<file path="config.mk">
export PLATFORM = sky130hd
export DESIGN_NAME = eli_line_irq
export DESIGN_NICKNAME = d
export VERILOG_FILES = /design/src/rtl/eli_pkg.sv /design/src/rtl/eli_axil_slave.sv /design/src/rtl/eli_line_irq.sv
export VERILOG_INCLUDE_DIRS = /design/src /design/src/rtl
export SDC_FILE = /design/constraint.sdc
export NUM_CORES = 1
export LEC_CHECK = 0
export BUFFER_PORTS_ARGS = -buffer_cell sky130_fd_sc_hd__buf_2
export CAP_MARGIN = 5
export CORE_UTILIZATION = 57
export CTS_BUF_LIST = sky130_fd_sc_hd__clkbuf_16
export CTS_CLUSTER_DIAMETER = 40
export DETAILED_ROUTE_END_ITERATION = 8
export GPL_ROUTABILITY_DRIVEN = 0
export HOLD_SLACK_MARGIN = 0.03
export PLACE_DENSITY = 0.95
export SYNTH_ARGS = -nofsm -noshare
export SYNTH_HDL_FRONTEND = slang
export SYNTH_SLANG_ARGS = --single-unit
</file>
<file path="constraint.sdc">
create_clock -name aclk -period 3.3 [get_ports aclk]
set_clock_uncertainty 0.1 [all_clocks]
set_input_delay 0.33 -clock aclk [delete_from_list [all_inputs] [get_ports aclk]]
set_output_delay 0.33 -clock aclk [all_outputs]
set_load 0.005 [all_outputs]
</file>
<file path="src/rtl/eli_cfg.svh">
/*
 * constants of the e1 line interrupt status block: register indices,
 * field positions, masks, reset values and bus response codes.
 * assumes it is included by the package before any use.
 */
`ifndef ELI_CFG_SVH
`define ELI_CFG_SVH

`define ELI_IDX_ENABLE      8'h34
`define ELI_IDX_FLAGS       8'h3b
`define ELI_IDX_CNT_HIGH    8'h3c
`define ELI_IDX_CNT_LOW     8'h3d
`define ELI_IDX_LINE_SUM    8'h3f
`define ELI_IDX_FRAME_SUM   8'h40
`define ELI_IDX_HDLC_SUM    8'h41
`define ELI_IDX_CLEAR       8'h50

`define ELI_ADDR_W          12
`define ELI_BIT_PSO         6
`define ELI_BIT_TXJ         5
`define ELI_BIT_RXJ         4
`define ELI_BIT_EXZ         2
`define ELI_BIT_CV          1
`define ELI_BIT_CNTOV       0
`define ELI_FLAG_MASK       8'h77
`define ELI_LINE_SUM_BIT    0

`define ELI_RST_FLAGS       8'h00
`define ELI_RST_ENABLE      8'h00
`define ELI_RST_COUNT       16'h0000
`define ELI_COUNT_MAX       16'hffff

`define ELI_RESP_OKAY       2'h0
`define ELI_RESP_SLVERR     2'h2

`endif

</file>
<file path="src/rtl/eli_pkg.sv">
/*
 * types shared by the line interrupt block and its bus slave.
 * assumes eli_cfg.svh is on the include path.
 */
`include "eli_cfg.svh"

package eli_pkg;

	typedef enum logic [2:0] {
		ELI_RD_IDLE  = 3'h1,
		ELI_RD_FETCH = 3'h2,
		ELI_RD_RESP  = 3'h4
	} eli_rd_e;

	typedef struct packed {
		logic       valid;
		logic [7:0] idx;
		logic [7:0] data;
	} eli_wr_s;

	typedef struct packed {
		logic       aw_got;
		logic       w_got;
		logic [7:0] aw_idx;
		logic       aw_bad;
		logic [7:0] wdata;
		logic       wstrb0;
		logic       awready;
		logic       wready;
		logic       bvalid;
		logic [1:0] bresp;
		eli_rd_e    rd_st;
		logic       arready;
		logic [7:0] ar_idx;
		logic       ar_bad;
		logic       rvalid;
		logic [31:0] rdata;
		logic [1:0] rresp;
		eli_wr_s    wr;
	} eli_axs_s;

	typedef struct packed {
		logic [7:0]  flags;
		logic [7:0]  enable;
		logic [15:0] count;
		logic        line_sum;
		logic [5:0]  frame_sum;
		logic [7:0]  hdlc_sum;
		logic        irq;
	} eli_top_s;

	function automatic logic eli_idx_hit(input logic [7:0] idx);
		case (idx)
			`ELI_IDX_ENABLE, `ELI_IDX_FLAGS, `ELI_IDX_CNT_HIGH, `ELI_IDX_CNT_LOW,
			`ELI_IDX_LINE_SUM, `ELI_IDX_FRAME_SUM, `ELI_IDX_HDLC_SUM,
			`ELI_IDX_CLEAR: eli_idx_hit = 1'b1;
			default: eli_idx_hit = 1'b0;
		endcase
	endfunction

endpackage

</file>
<file path="src/rtl/eli_axil_slave.sv">
/*
 * axi4-lite slave for the line interrupt registers: one write and one read
 * at a time, byte address is four times the register index.
 * assumes the owner answers rd_data combinationally from rd_idx.
 */
`timescale 1ns/10ps

module eli_axil_slave
	import eli_pkg::*;
(
	input  wire logic                  aclk,
	input  wire logic                  aresetn,
	input  wire logic [`ELI_ADDR_W-1:0] s_awaddr,
	input  wire logic                  s_awvalid,
	output logic                       s_awready,
	input  wire logic [31:0]           s_wdata,
	input  wire logic [3:0]            s_wstrb,
	input  wire logic                  s_wvalid,
	output logic                       s_wready,
	output logic [1:0]                 s_bresp,
	output logic                       s_bvalid,
	input  wire logic                  s_bready,
	input  wire logic [`ELI_ADDR_W-1:0] s_araddr,
	input  wire logic                  s_arvalid,
	output logic                       s_arready,
	output logic [31:0]                s_rdata,
	output logic [1:0]                 s_rresp,
	output logic                       s_rvalid,
	input  wire logic                  s_rready,
	output eli_wr_s                    wr,
	output logic [7:0]                 rd_idx,
	input  wire logic [7:0]            rd_data
);

	eli_axs_s q;
	eli_axs_s d;

	always_comb begin
		d = q;
		d.wr.valid = 1'b0;
		if (q.awready && s_awvalid) begin
			d.aw_got = 1'b1;
			d.aw_idx = s_awaddr[9:2];
			d.aw_bad = (s_awaddr[11:10] != 2'h0) || !eli_idx_hit(s_awaddr[9:2]);
		end
		if (q.wready && s_wvalid) begin
			d.w_got  = 1'b1;
			d.wdata  = s_wdata[7:0];
			d.wstrb0 = s_wstrb[0];
		end
		// answer only once both halves are held, in whichever order they came
		if (q.aw_got && q.w_got && !q.bvalid) begin
			d.aw_got   = 1'b0;
			d.w_got    = 1'b0;
			d.bvalid   = 1'b1;
			d.bresp    = q.aw_bad ? `ELI_RESP_SLVERR : `ELI_RESP_OKAY;
			d.wr.valid = !q.aw_bad && q.wstrb0;
			d.wr.idx   = q.aw_idx;
			d.wr.data  = q.wdata;
		end
		if (q.bvalid && s_bready) begin
			d.bvalid = 1'b0;
		end
		d.awready = !d.aw_got && !d.bvalid;
		d.wready  = !d.w_got && !d.bvalid;

		case (q.rd_st)
			ELI_RD_IDLE: begin
				if (q.arready && s_arvalid) begin
					d.ar_idx = s_araddr[9:2];
					d.ar_bad = (s_araddr[11:10] != 2'h0) || !eli_idx_hit(s_araddr[9:2]);
					d.rd_st  = ELI_RD_FETCH;
				end
			end
			ELI_RD_FETCH: begin
				// unmapped reads return zero with an error
				d.rdata  = q.ar_bad ? 32'h0000_0000 : {24'h00_0000, rd_data};
				d.rresp  = q.ar_bad ? `ELI_RESP_SLVERR : `ELI_RESP_OKAY;
				d.rvalid = 1'b1;
				d.rd_st  = ELI_RD_RESP;
			end
			ELI_RD_RESP: begin
				if (s_rready) begin
					d.rvalid = 1'b0;
					d.rd_st  = ELI_RD_IDLE;
				end
			end
			default: begin
				d.rvalid = 1'b0;
				d.rd_st  = ELI_RD_IDLE;
			end
		endcase
		d.arready = (d.rd_st == ELI_RD_IDLE);
	end

	always_ff @(posedge aclk) begin
		if (!aresetn) begin
			q       <= '0;
			q.rd_st <= ELI_RD_IDLE;
		end else begin
			q <= d;
		end
	end

	assign s_awready = q.awready;
	assign s_wready  = q.wready;
	assign s_bvalid  = q.bvalid;
	assign s_bresp   = q.bresp;
	assign s_arready = q.arready;
	assign s_rvalid  = q.rvalid;
	assign s_rdata   = q.rdata;
	assign s_rresp   = q.rresp;
	assign wr        = q.wr;
	assign rd_idx    = q.ar_idx;

endmodule // eli_axil_slave

</file>
<file path="src/rtl/eli_line_irq.sv">
/*
 * e1 line interrupt status: sticky line event flags with enables, the
 * excessive zero error counter, block summary registers and the irq output.
 * assumes event and block interrupt inputs come from logic on aclk.
 */
`timescale 1ns/10ps

module eli_line_irq
	import eli_pkg::*;
(
	input  wire logic                  aclk,
	input  wire logic                  aresetn,
	input  wire logic [`ELI_ADDR_W-1:0] s_awaddr,
	input  wire logic                  s_awvalid,
	output logic                       s_awready,
	input  wire logic [31:0]           s_wdata,
	input  wire logic [3:0]            s_wstrb,
	input  wire logic                  s_wvalid,
	output logic                       s_wready,
	output logic [1:0]                 s_bresp,
	output logic                       s_bvalid,
	input  wire logic                  s_bready,
	input  wire logic [`ELI_ADDR_W-1:0] s_araddr,
	input  wire logic                  s_arvalid,
	output logic                       s_arready,
	output logic [31:0]                s_rdata,
	output logic [1:0]                 s_rresp,
	output logic                       s_rvalid,
	input  wire logic                  s_rready,
	input  wire logic                  pulse_sum_overflow_evt,
	input  wire logic                  tx_jitter_fifo_slip_evt,
	input  wire logic                  rx_jitter_fifo_slip_evt,
	input  wire logic                  excess_zero_evt,
	input  wire logic                  code_violation_evt,
	input  wire logic [5:0]            framing_block_irq,
	input  wire logic [7:0]            hdlc_sysif_block_irq,
	output logic                       irq
);

	eli_top_s   q;
	eli_top_s   d;
	eli_wr_s    wr;
	logic [7:0] rd_idx;
	logic [7:0] rd_data;
	logic [7:0] set_vec;
	logic [7:0] clr_vec;

	eli_axil_slave u_bus (
		.aclk      (aclk),
		.aresetn   (aresetn),
		.s_awaddr  (s_awaddr),
		.s_awvalid (s_awvalid),
		.s_awready (s_awready),
		.s_wdata   (s_wdata),
		.s_wstrb   (s_wstrb),
		.s_wvalid  (s_wvalid),
		.s_wready  (s_wready),
		.s_bresp   (s_bresp),
		.s_bvalid  (s_bvalid),
		.s_bready  (s_bready),
		.s_araddr  (s_araddr),
		.s_arvalid (s_arvalid),
		.s_arready (s_arready),
		.s_rdata   (s_rdata),
		.s_rresp   (s_rresp),
		.s_rvalid  (s_rvalid),
		.s_rready  (s_rready),
		.wr        (wr),
		.rd_idx    (rd_idx),
		.rd_data   (rd_data)
	);

	always_comb begin
		d       = q;
		set_vec = 8'h00;
		clr_vec = 8'h00;

		set_vec[`ELI_BIT_PSO] = pulse_sum_overflow_evt;
		set_vec[`ELI_BIT_TXJ] = tx_jitter_fifo_slip_evt;
		set_vec[`ELI_BIT_RXJ] = rx_jitter_fifo_slip_evt;
		set_vec[`ELI_BIT_EXZ] = excess_zero_evt;
		set_vec[`ELI_BIT_CV]  = code_violation_evt;

		// counter wraps to zero; the wrap itself is the overflow event
		if (excess_zero_evt) begin
			d.count = q.count + 16'h0001;
			set_vec[`ELI_BIT_CNTOV] = (q.count == `ELI_COUNT_MAX);
		end

		if (wr.valid && (wr.idx == `ELI_IDX_FLAGS || wr.idx == `ELI_IDX_CLEAR)) begin
			clr_vec = wr.data;
		end
		if (wr.valid && wr.idx == `ELI_IDX_ENABLE) begin
			d.enable = wr.data & `ELI_FLAG_MASK;
		end

		// a new event in the clearing cycle survives the clear
		d.flags = ((q.flags & ~clr_vec) | set_vec) & `ELI_FLAG_MASK;

		d.line_sum  = |(q.flags & q.enable);
		d.frame_sum = framing_block_irq;
		d.hdlc_sum  = hdlc_sysif_block_irq;
		d.irq       = d.line_sum | (|framing_block_irq) | (|hdlc_sysif_block_irq);
	end

	always_comb begin
		rd_data = 8'h00;
		case (rd_idx)
			`ELI_IDX_ENABLE:    rd_data = q.enable;
			`ELI_IDX_FLAGS:     rd_data = q.flags;
			`ELI_IDX_CNT_HIGH:  rd_data = q.count[15:8];
			`ELI_IDX_CNT_LOW:   rd_data = q.count[7:0];
			`ELI_IDX_LINE_SUM:  rd_data[`ELI_LINE_SUM_BIT] = q.line_sum;
			`ELI_IDX_FRAME_SUM: rd_data = {2'h0, q.frame_sum};
			`ELI_IDX_HDLC_SUM:  rd_data = q.hdlc_sum;
			default:            rd_data = 8'h00;
		endcase
	end

	always_ff @(posedge aclk) begin
		if (!aresetn) begin
			q        <= '0;
			q.flags  <= `ELI_RST_FLAGS;
			q.enable <= `ELI_RST_ENABLE;
			q.count  <= `ELI_RST_COUNT;
		end else begin
			q <= d;
		end
	end

	assign irq = q.irq;

endmodule // eli_line_irq

</file>
# After elaboration in Yosys (flattened, before gate mapping)
# Cells that the tools add are included.
op_classes:
  addsub: 1
  mul: 0
  div: 0
  n_lt_le_gt_ge: 0
  n_eq_ne: 32
  shift: 0
  n_mux: 22
  n_bitwise: 7
  reduce_logical: 31
op_table:
  columns: ["op", "n"]
  rows:
  - ["$eq 8x6->1 const B", 17]
  - ["$eq 8x7->1 const B", 9]
  - ["$pmux 7 s6", 1]
  - ["$reduce_or 8->1", 4]
  - ["$add 16x1->16 const B", 1]
  - ["$eq 16x16->1 const B", 1]
  - ["$and 7x7->7", 2]
  - ["$logic_and 1x1->1", 11]
  - ["$mux 1", 10]
  - ["$mux 3", 3]
  - ["$pmux 3 s3", 1]
  - ["$mux 8", 1]
  - ["$logic_not 1->1", 7]
  - ["$mux 7", 1]
  - ["$not 7->7", 1]
  - ["$or 7x7->7", 1]
  - ["$pmux 1 s7", 1]
  - ["$eq 3x1->1 const B", 2]
  - ["$mux 2", 3]
  - ["$reduce_and 2->1", 3]
  - ["$reduce_or 6->1", 1]
  - ["$reduce_bool 2->1", 2]
  - ["$eq 3x2->1 const B", 1]
  - ["$eq 3x3->1 const B", 1]
  - ["5 further kinds", 8]
word_totals:
  reg_bits: 132
  latch_bits: 0
  ram_bits: 0
  romBits: 0
  inputBits: 86
  output_inout_bits: 42
  wordCells: 120
  memories: 0

# Longest topological paths before layout
# Gate-level depths: netlist (run 1).
depth:
  depth_word: 7
  depth_mapped: 6
  depth_no_buf: 5

# By module
# A second synthesis (run 1) with hierarchy kept.
unflattened:
  cells_unflattened: 585
  hier_area_um2: 4989.8
by_module_without_submodules:
  columns: ["module", "instances", "cells_per_inst", "area_per_inst_um2", "seq_area_each_um2"]
  rows:
  - ["eli_axil_slave", 1, 351, 2849.0, 1281.2]
  - ["eli_line_irq", 1, 234, 2140.8, 880.8]

# Least setup slack after synthesis (run 1)
# Ideal clock, no wire load.
synth_timing:
  path_type: "register to register"
  startpoint: "register u_bus.q[63] in the netlist's numbering"
  endpoint: "register u_bus.q (netlist bit u_bus.s_rdata[7])"
  setup_ps: 56
  t_arrival_ps: 1745
  required_time_ps: 3144
  path_slack_ps: 1399
  path_stages_with_launch: 6
  path_buffers: 1
  period_less_slack_ps: 1901
  path_cell_list: "dfxtp_1 or3b_1 buf_6 or3b_4 a2111oi_4 a211o_2"
synth_between:
  elab_chain_cells: 1
synth_lines:
  columns: ["element", "line_no", "text"]
  rows:
  - ["start, declared", "eli_axil_slave.sv:35", "eli_axs_s q;"]
  - ["$eq 3x2->1", "eli_axil_slave.sv:67", "case (q.rd_st)"]
# No other way between the ends.
# A chain may end at the register's enable or synchronous reset.

# Final worst setup path (run 1)
layout_timing:
  startpoint: "register u_bus.q (netlist bit u_bus.rd_idx[2])"
  endpoint: "register u_bus.q (netlist bit u_bus.s_rdata[6])"
layout_between:
  elab_chain_cells: 3
  elab_cells_between_ends: 8
  cone_classes: "eq/ne: 6; mux: 2"
layout_lines:
  columns: ["element", "line_no", "text"]
  rows:
  - ["$eq 8x7->1 / $eq 8x6->1 (equally long branches)", "eli_line_irq.sv:108", "case (rd_idx)"]
  - ["$pmux 7 s6 *", "eli_line_irq.sv:108", null]
  - ["$mux 8 *", "eli_axil_slave.sv:77", "d.rdata = q.ar_bad ? 32'h0000_0000 : {24'h00_0000, rd_data};"]
# Every way passes the cells marked *; elsewhere a longest branch is shown, timed or not.

==> flow_summary.toml, run 1 <==
[drt]
dr_total_vias = 3925
antenna_left = 0
drc = 0
via_per_inst = 5.63
routed_wl_um = 10300
drt-initial-drc-count = 205
firstDrtPassIters = 4
wire_per_inst_um = 14.7

[worst_setup_path]
worstSetupEndpointType = "flop"
reg2reg_slack_ns = 1.15
arrival_ns = 2.34
path_class = "flop to flop"
r2r_start = "u_bus.rd_idx[2]"
crit_fanout = 13
required_ns = 3.49
reg2reg_depth = 4
cp-start-kind = "flop"
rr_endpoint = "u_bus.s_rdata[6]"

[cts]
cts_htree_levels = 3
cts.sinks = 104
post_cts_resized = 0
cts_buffer_depth = 2
clkLatencyLatePin_ns = 0.35
cts_buffers = 9
post-cts-setup-buffer-count = 0
cts-root-buf = "clkbuf_16"
path_clk_slew_ns = 0.07
cts_tree = "yes"
holdBufCountCts = 0

[global_routing]
grt_pass1_wl_um = 16500
antenna_found_initial = 0
overflow = 0
grtUsageTotal = 0.237
busiest_layer = "met2"
grtUsageMet1 = 0.259
grt_pass1_vias = 3635
grt_util_met3 = 0.0604
grt_start_max_net_pins = 90
grt_use_met2 = 0.420

[synthesis]
yosysSeqAreaShare = 0.427
synth_flop_cell = "dfxtp_1"
async_reset_ff_frac = 0
syn_area_um2 = 4880
synthDistinctLibCells = 63
synth_area_per_cell_um2 = 8.92
synth_edf_count = 0
ys_ff_latch = 104
synth_warnings = 0
synth_cells = 547

[layout]
final_common_cell = "dfxtp_1"
drive_gt1_frac = 0.171
n_fill_cell = 646
stdcell_area_um2 = 5340
utilization = 0.646
multi_input_area_um2 = 2460
antenna_cells = 0
register_area_um2 = 2080
nets = 675
area_growth_pct = 9.41
final_cells = 697
final_cell_mix = "dfxtp_1, nand2_1, buf_2, a21boi_0, and2_1"

[run]
maxCapViolations = 0

[hold_path]
min_path_cells = 2
hold-path-endpoint = "q[4]"
min_from = "hdlc_sysif_block_irq[3]"
hold_path_class = "input port to flop"

[timing]
timing.setup.tns_ns = 0
final_min_period_over_clock_period = 0.652
hold_violations = 0
min_period_ns = 2.15
worstMarginPinSlew_ns = 1.06
rsz0062_at_grt = "false"
setup_viol = 0
final_max_slew_viol_count = 0
relSlewSlack = 0.288
max_clock_freq_mhz = 465

[power]
vdd_drop_max_mv = 0.342
p_per_area_nw_per_um2 = 472
leakagePower_nw = 2.05

[placed_design]
portBuffers = 68
hpwl_um = 7150
numPlacedInstances = 682
dpl_cell_area_um2 = 5060

[die]
die_area_um2 = 8930
pin_count = 128
dieWidth_um = 94.5
start_util = 0.591
die_height_um = 94.5
coreArea_um2 = 8260
floorplan.rows = 33

[run_status]
status = "complete, no violations"
[critical path: stages (launching register included)]
cell and delay, ns:
dfxtp_1 0.44, nor4_1 0.65, nand2_1 0.24, a2111oi_0 0.43, o221a_2 0.24
[report_power, final]
group | internal (W) | leakage (nW) | switching [W]
registers | 0.00129 | 0.848 | 0.0000386
clock network | 0.000520 | 0.132 | 0.000487
logic | 0.0000826 | 1.07 | 0.0000968
total | 0.00190 | 2.05 | 0.000623
[cells in the mapped netlist (all sizes together) (3+ instances only)]
cell / number / area share
dfxtp: 104 / 0.43
nand2: 82 / 0.063
buf: 43 / 0.065
a21boi: 34 / 0.052
and2: 32 / 0.041
mux2i: 27 / 0.055
clkbuf: 21 / 0.016
nand3: 20 / 0.021
nor2b: 17 / 0.022
o21ai: 13 / 0.013
a21oi: 11 / 0.011
nor2: 11 / 0.0085
inv: 10 / 0.0077
nand2b: 10 / 0.013
nor4: 9 / 0.015
nand4: 8 / 0.010
nor3: 8 / 0.0092
a22oi: 7 / 0.011
a31oi: 7 / 0.0090
nand3b: 7 / 0.011
xnor2: 6 / 0.011
a22o: 4 / 0.0072
and3: 4 / 0.0051
mux2: 4 / 0.0092
or3: 4 / 0.0051
a211oi: 3 / 0.0046
o211ai: 3 / 0.0046
or3b: 3 / 0.0059
xor2: 3 / 0.0054
[kinds of logic after synthesis]
| logic type | after synthesis | share of synthesized area |
|---|---|---|
| AOI/OAI and AO/OA | 99 | 0.147 |
| xor gates and xnor gates | 9 | 0.0162 |
| adders and majority gates | 1 | 0.00256 |
| muxes | 31 | 0.0646 |
| other | 1 | 0.000769 |
| buffers and inverters | 74 | 0.0885 |
| DFF | 104 | 0.427 |
| and+or+nand+nor | 228 | 0.254 |
[per-stage QoR]
stage	hold slack (ns)	power (W)	setup slack [ns]
after global routing	0.0936	0.00261	1.05
after CTS	0.0928	0.00253	1.20
after global placement	0.331	0.00153	1.27
after floorplan	0.314	0.00149	1.40
after detailed placement	0.346	0.00154	1.22
final	0.0937	0.00252	1.15
[metal layers]
layer,routed length [um],share of wire
met1,4140,0.40
met2,5190,0.51
met5,0,0
met3,620,0.060
met4,310,0.030
[how the worst max path moves through the flow]
stage / from / endpoint / cells past startpoint
after floorplan: u_bus.q[63] / u_bus.s_rdata[7] / 5
after global placement: u_bus.rd_idx[0] / u_bus.s_rdata[6] / 4
after detailed placement: u_bus.rd_idx[0] / u_bus.s_rdata[6] / 4
after CTS: u_bus.rd_idx[0] / u_bus.s_rdata[6] / 4
after global routing: u_bus.rd_idx[0] / u_bus.s_rdata[6] / 4
final: u_bus.rd_idx[2] / u_bus.s_rdata[6] / 4
[state kept, by name, summed over array words and instances (netlist names), 8 cells and up]
signal	cells
u_bus.s_rdata	8
u_bus.q	22
q	43
u_bus.wr	15
u_bus.rd_idx	8
[cell type report]
type / instances / share of cell area
clock buffer: 9 / 0.0422
timing repair buffer: 69 / 0.0652
sequential: 104 / 0.390
tap: 105 / 0.0246
clock inverter: 6 / 0.0103
multi-input combinational: 394 / 0.461
inverter: 10 / 0.00703
No activity file was read; power rests on OpenSTA's default activity.
==> run 2, diff against run 1 <==
CORE_UTILIZATION = 48   (was 57)
PLACE_DENSITY = 0.87   (was 0.95)
clock period = 1.9 ns   (was 3.3 ns; I/O delays follow)
==> run 2 against run 1 <==
Effect of this change:
- combinational power up 130%
- routed wire length up 9.2%
- worst hold slack worse by 0.064 ns
- critical endpoint is now u_bus.s_rdata[7]
- largest power group unchanged
==> flow_summary.toml, run 2 (same netlist as run 1, synthesis figures left out) <==
[die]
pin_count = 128
start_util = 0.497
floorplan.rows = 36
coreArea_um2 = 9820
dieWidth_um = 103
die_area_um2 = 10600
die_height_um = 103

[timing]
min_period_ns = 1.84
hold_violations = 0
rsz0062_at_grt = "true"
final_max_slew_viol_count = 0
setup_viol = 0
max_clock_freq_mhz = 543
timing.setup.tns_ns = 0
final_min_period_over_clock_period = 0.970

[global_routing]
grtUsageTotal = 0.215
grt_pass1_vias = 3949
antenna_found_initial = 0
overflow = 0
grt_start_max_net_pins = 88
grt_pass1_wl_um = 17700

[hold_path]
hold-path-endpoint = "u_bus.q[73]"
min_from = "s_wdata[2]"
min_path_cells = 3
hold_path_class = "input port to flop"

[layout]
multi_input_area_um2 = 2480
antenna_cells = 0
area_growth_pct = 20.8
register_area_um2 = 2090
final_cell_mix = "dfxtp_1, nand2_1, buf_2, a21boi_0, dlygate4sd3_1"
drive_gt1_frac = 0.198
regMostFlops = "q"
nets = 727
final_common_cell = "dfxtp_1"
utilization = 0.600
n_fill_cell = 828
largest_reg_flops = 43
stdcell_area_um2 = 5890

[placed_design]
dpl_cell_area_um2 = 5260
portBuffers = 68
hpwl_um = 7530

[power]
leakagePower_nw = 2.31
p_per_area_nw_per_um2 = 762
vdd_drop_max_mv = 0.433

[worst_setup_path]
required_ns = 2.10
path_class = "flop to flop"
r2r_start = "u_bus.q[62]"
reg2reg_depth = 4
worstSetupEndpointType = "flop"
reg2reg_slack_ns = 0.06
crit_fanout = 6
arrival_ns = 2.04
rr_endpoint = "u_bus.s_rdata[7]"
cp-start-kind = "flop"

[drt]
routed_wl_um = 11200
drt-initial-drc-count = 241
wire_per_inst_um = 14.4
firstDrtPassIters = 5
dr_total_vias = 4210
via_per_inst = 5.41
antenna_left = 0
drc = 0

[cts]
cts.sinks = 104
path_clk_slew_ns = 0.07
cts_buffer_depth = 2
cts_buffers = 9
post-cts-setup-buffer-count = 0
cts-root-buf = "clkbuf_16"
cts_htree_levels = 3
cts_tree = "yes"
clkLatencyLatePin_ns = 0.35

[run_status]
status = "complete, no violations"

[run]
maxCapViolations = 0
-- run 2: cell count changes in the layout (fill, tap and decap cells not counted), sizes merged --
cell | before | now
buf | 69 | 89
clkinv | 2 | 3
clkinvlp | 2 | 0
dlygate4sd3 | 0 | 32
inv | 12 | 14
-- run 2: cell type report --
cell class / count / area share
Clock buffer: 9 / 0.0382
Clock inverter: 7 / 0.0108
Inverter: 10 / 0.00637
Multi-Input combinational cell: 394 / 0.422
Sequential cell: 104 / 0.354
Tap cell: 133 / 0.0282
Timing Repair Buffer: 121 / 0.141
-- run 2: worst max-delay path, stage by stage, from the launching register on --
cell	delay, ns
dfxtp_1	0.36
or3b_1	0.41
or3b_4	0.45
a2111oi_4	0.34
a211o_2	0.14
-- run 2: power by group --
| part | switching [W] | internal (W) | total [W] |
|---|---|---|---|
| logic | 0.000201 | 0.000211 | 0.000411 |
| registers | 0.0000538 | 0.00225 | 0.00230 |
| clock network | 0.000860 | 0.000921 | 0.00178 |
-- run 2: how the worst max path moves through the flow --
stage | end | cells after the start | startpoint | slack (ns)
6_report | u_bus.s_rdata[7] | 4 | u_bus.q[62] | 0.06
5_1_grt | u_bus.s_rdata[0] | 4 | u_bus.rd_idx[2] | -0.007
4_1_cts | u_bus.s_rdata[6] | 4 | u_bus.rd_idx[0] | 0.02
3_5_place_dp | u_bus.s_rdata[6] | 4 | u_bus.rd_idx[0] | 0.05
3_3_place_gp | u_bus.s_rdata[6] | 4 | u_bus.rd_idx[2] | 0.12
2_1_floorplan | u_bus.s_rdata[7] | 5 | u_bus.q[63] | 0.05
-- run 2: through the flow --
stage | total power (W) | hold WS, ns | setup slack (ns) | std cells
global placement | 0.00268 | 0.307 | 0.117 | 730
finish | 0.00449 | 0.0299 | 0.0571 | 778
CTS | 0.00451 | 0.0310 | 0.0165 | 778
floorplan | 0.00259 | 0.212 | 0.0467 | 572
global route | 0.00467 | 0.0570 | -0.00720 | 778
detailed placement | 0.00270 | 0.312 | 0.0483 | 730
-- run 2: repair_timing --
item | CTS | global route
endpoints found under the hold margin | 31 | 0
hold buffers | 32 | 0
endpoints found under the setup margin | 0 | 9
resized for setup | 0 | 8
-- run 2: routing by layer --
layer  share of wire  wire (um)  track usage
met5               0          0            0
met4           0.024        272       0.0802
met2            0.52       5820        0.408
met1            0.40       4460        0.227
met3           0.058        648       0.0542
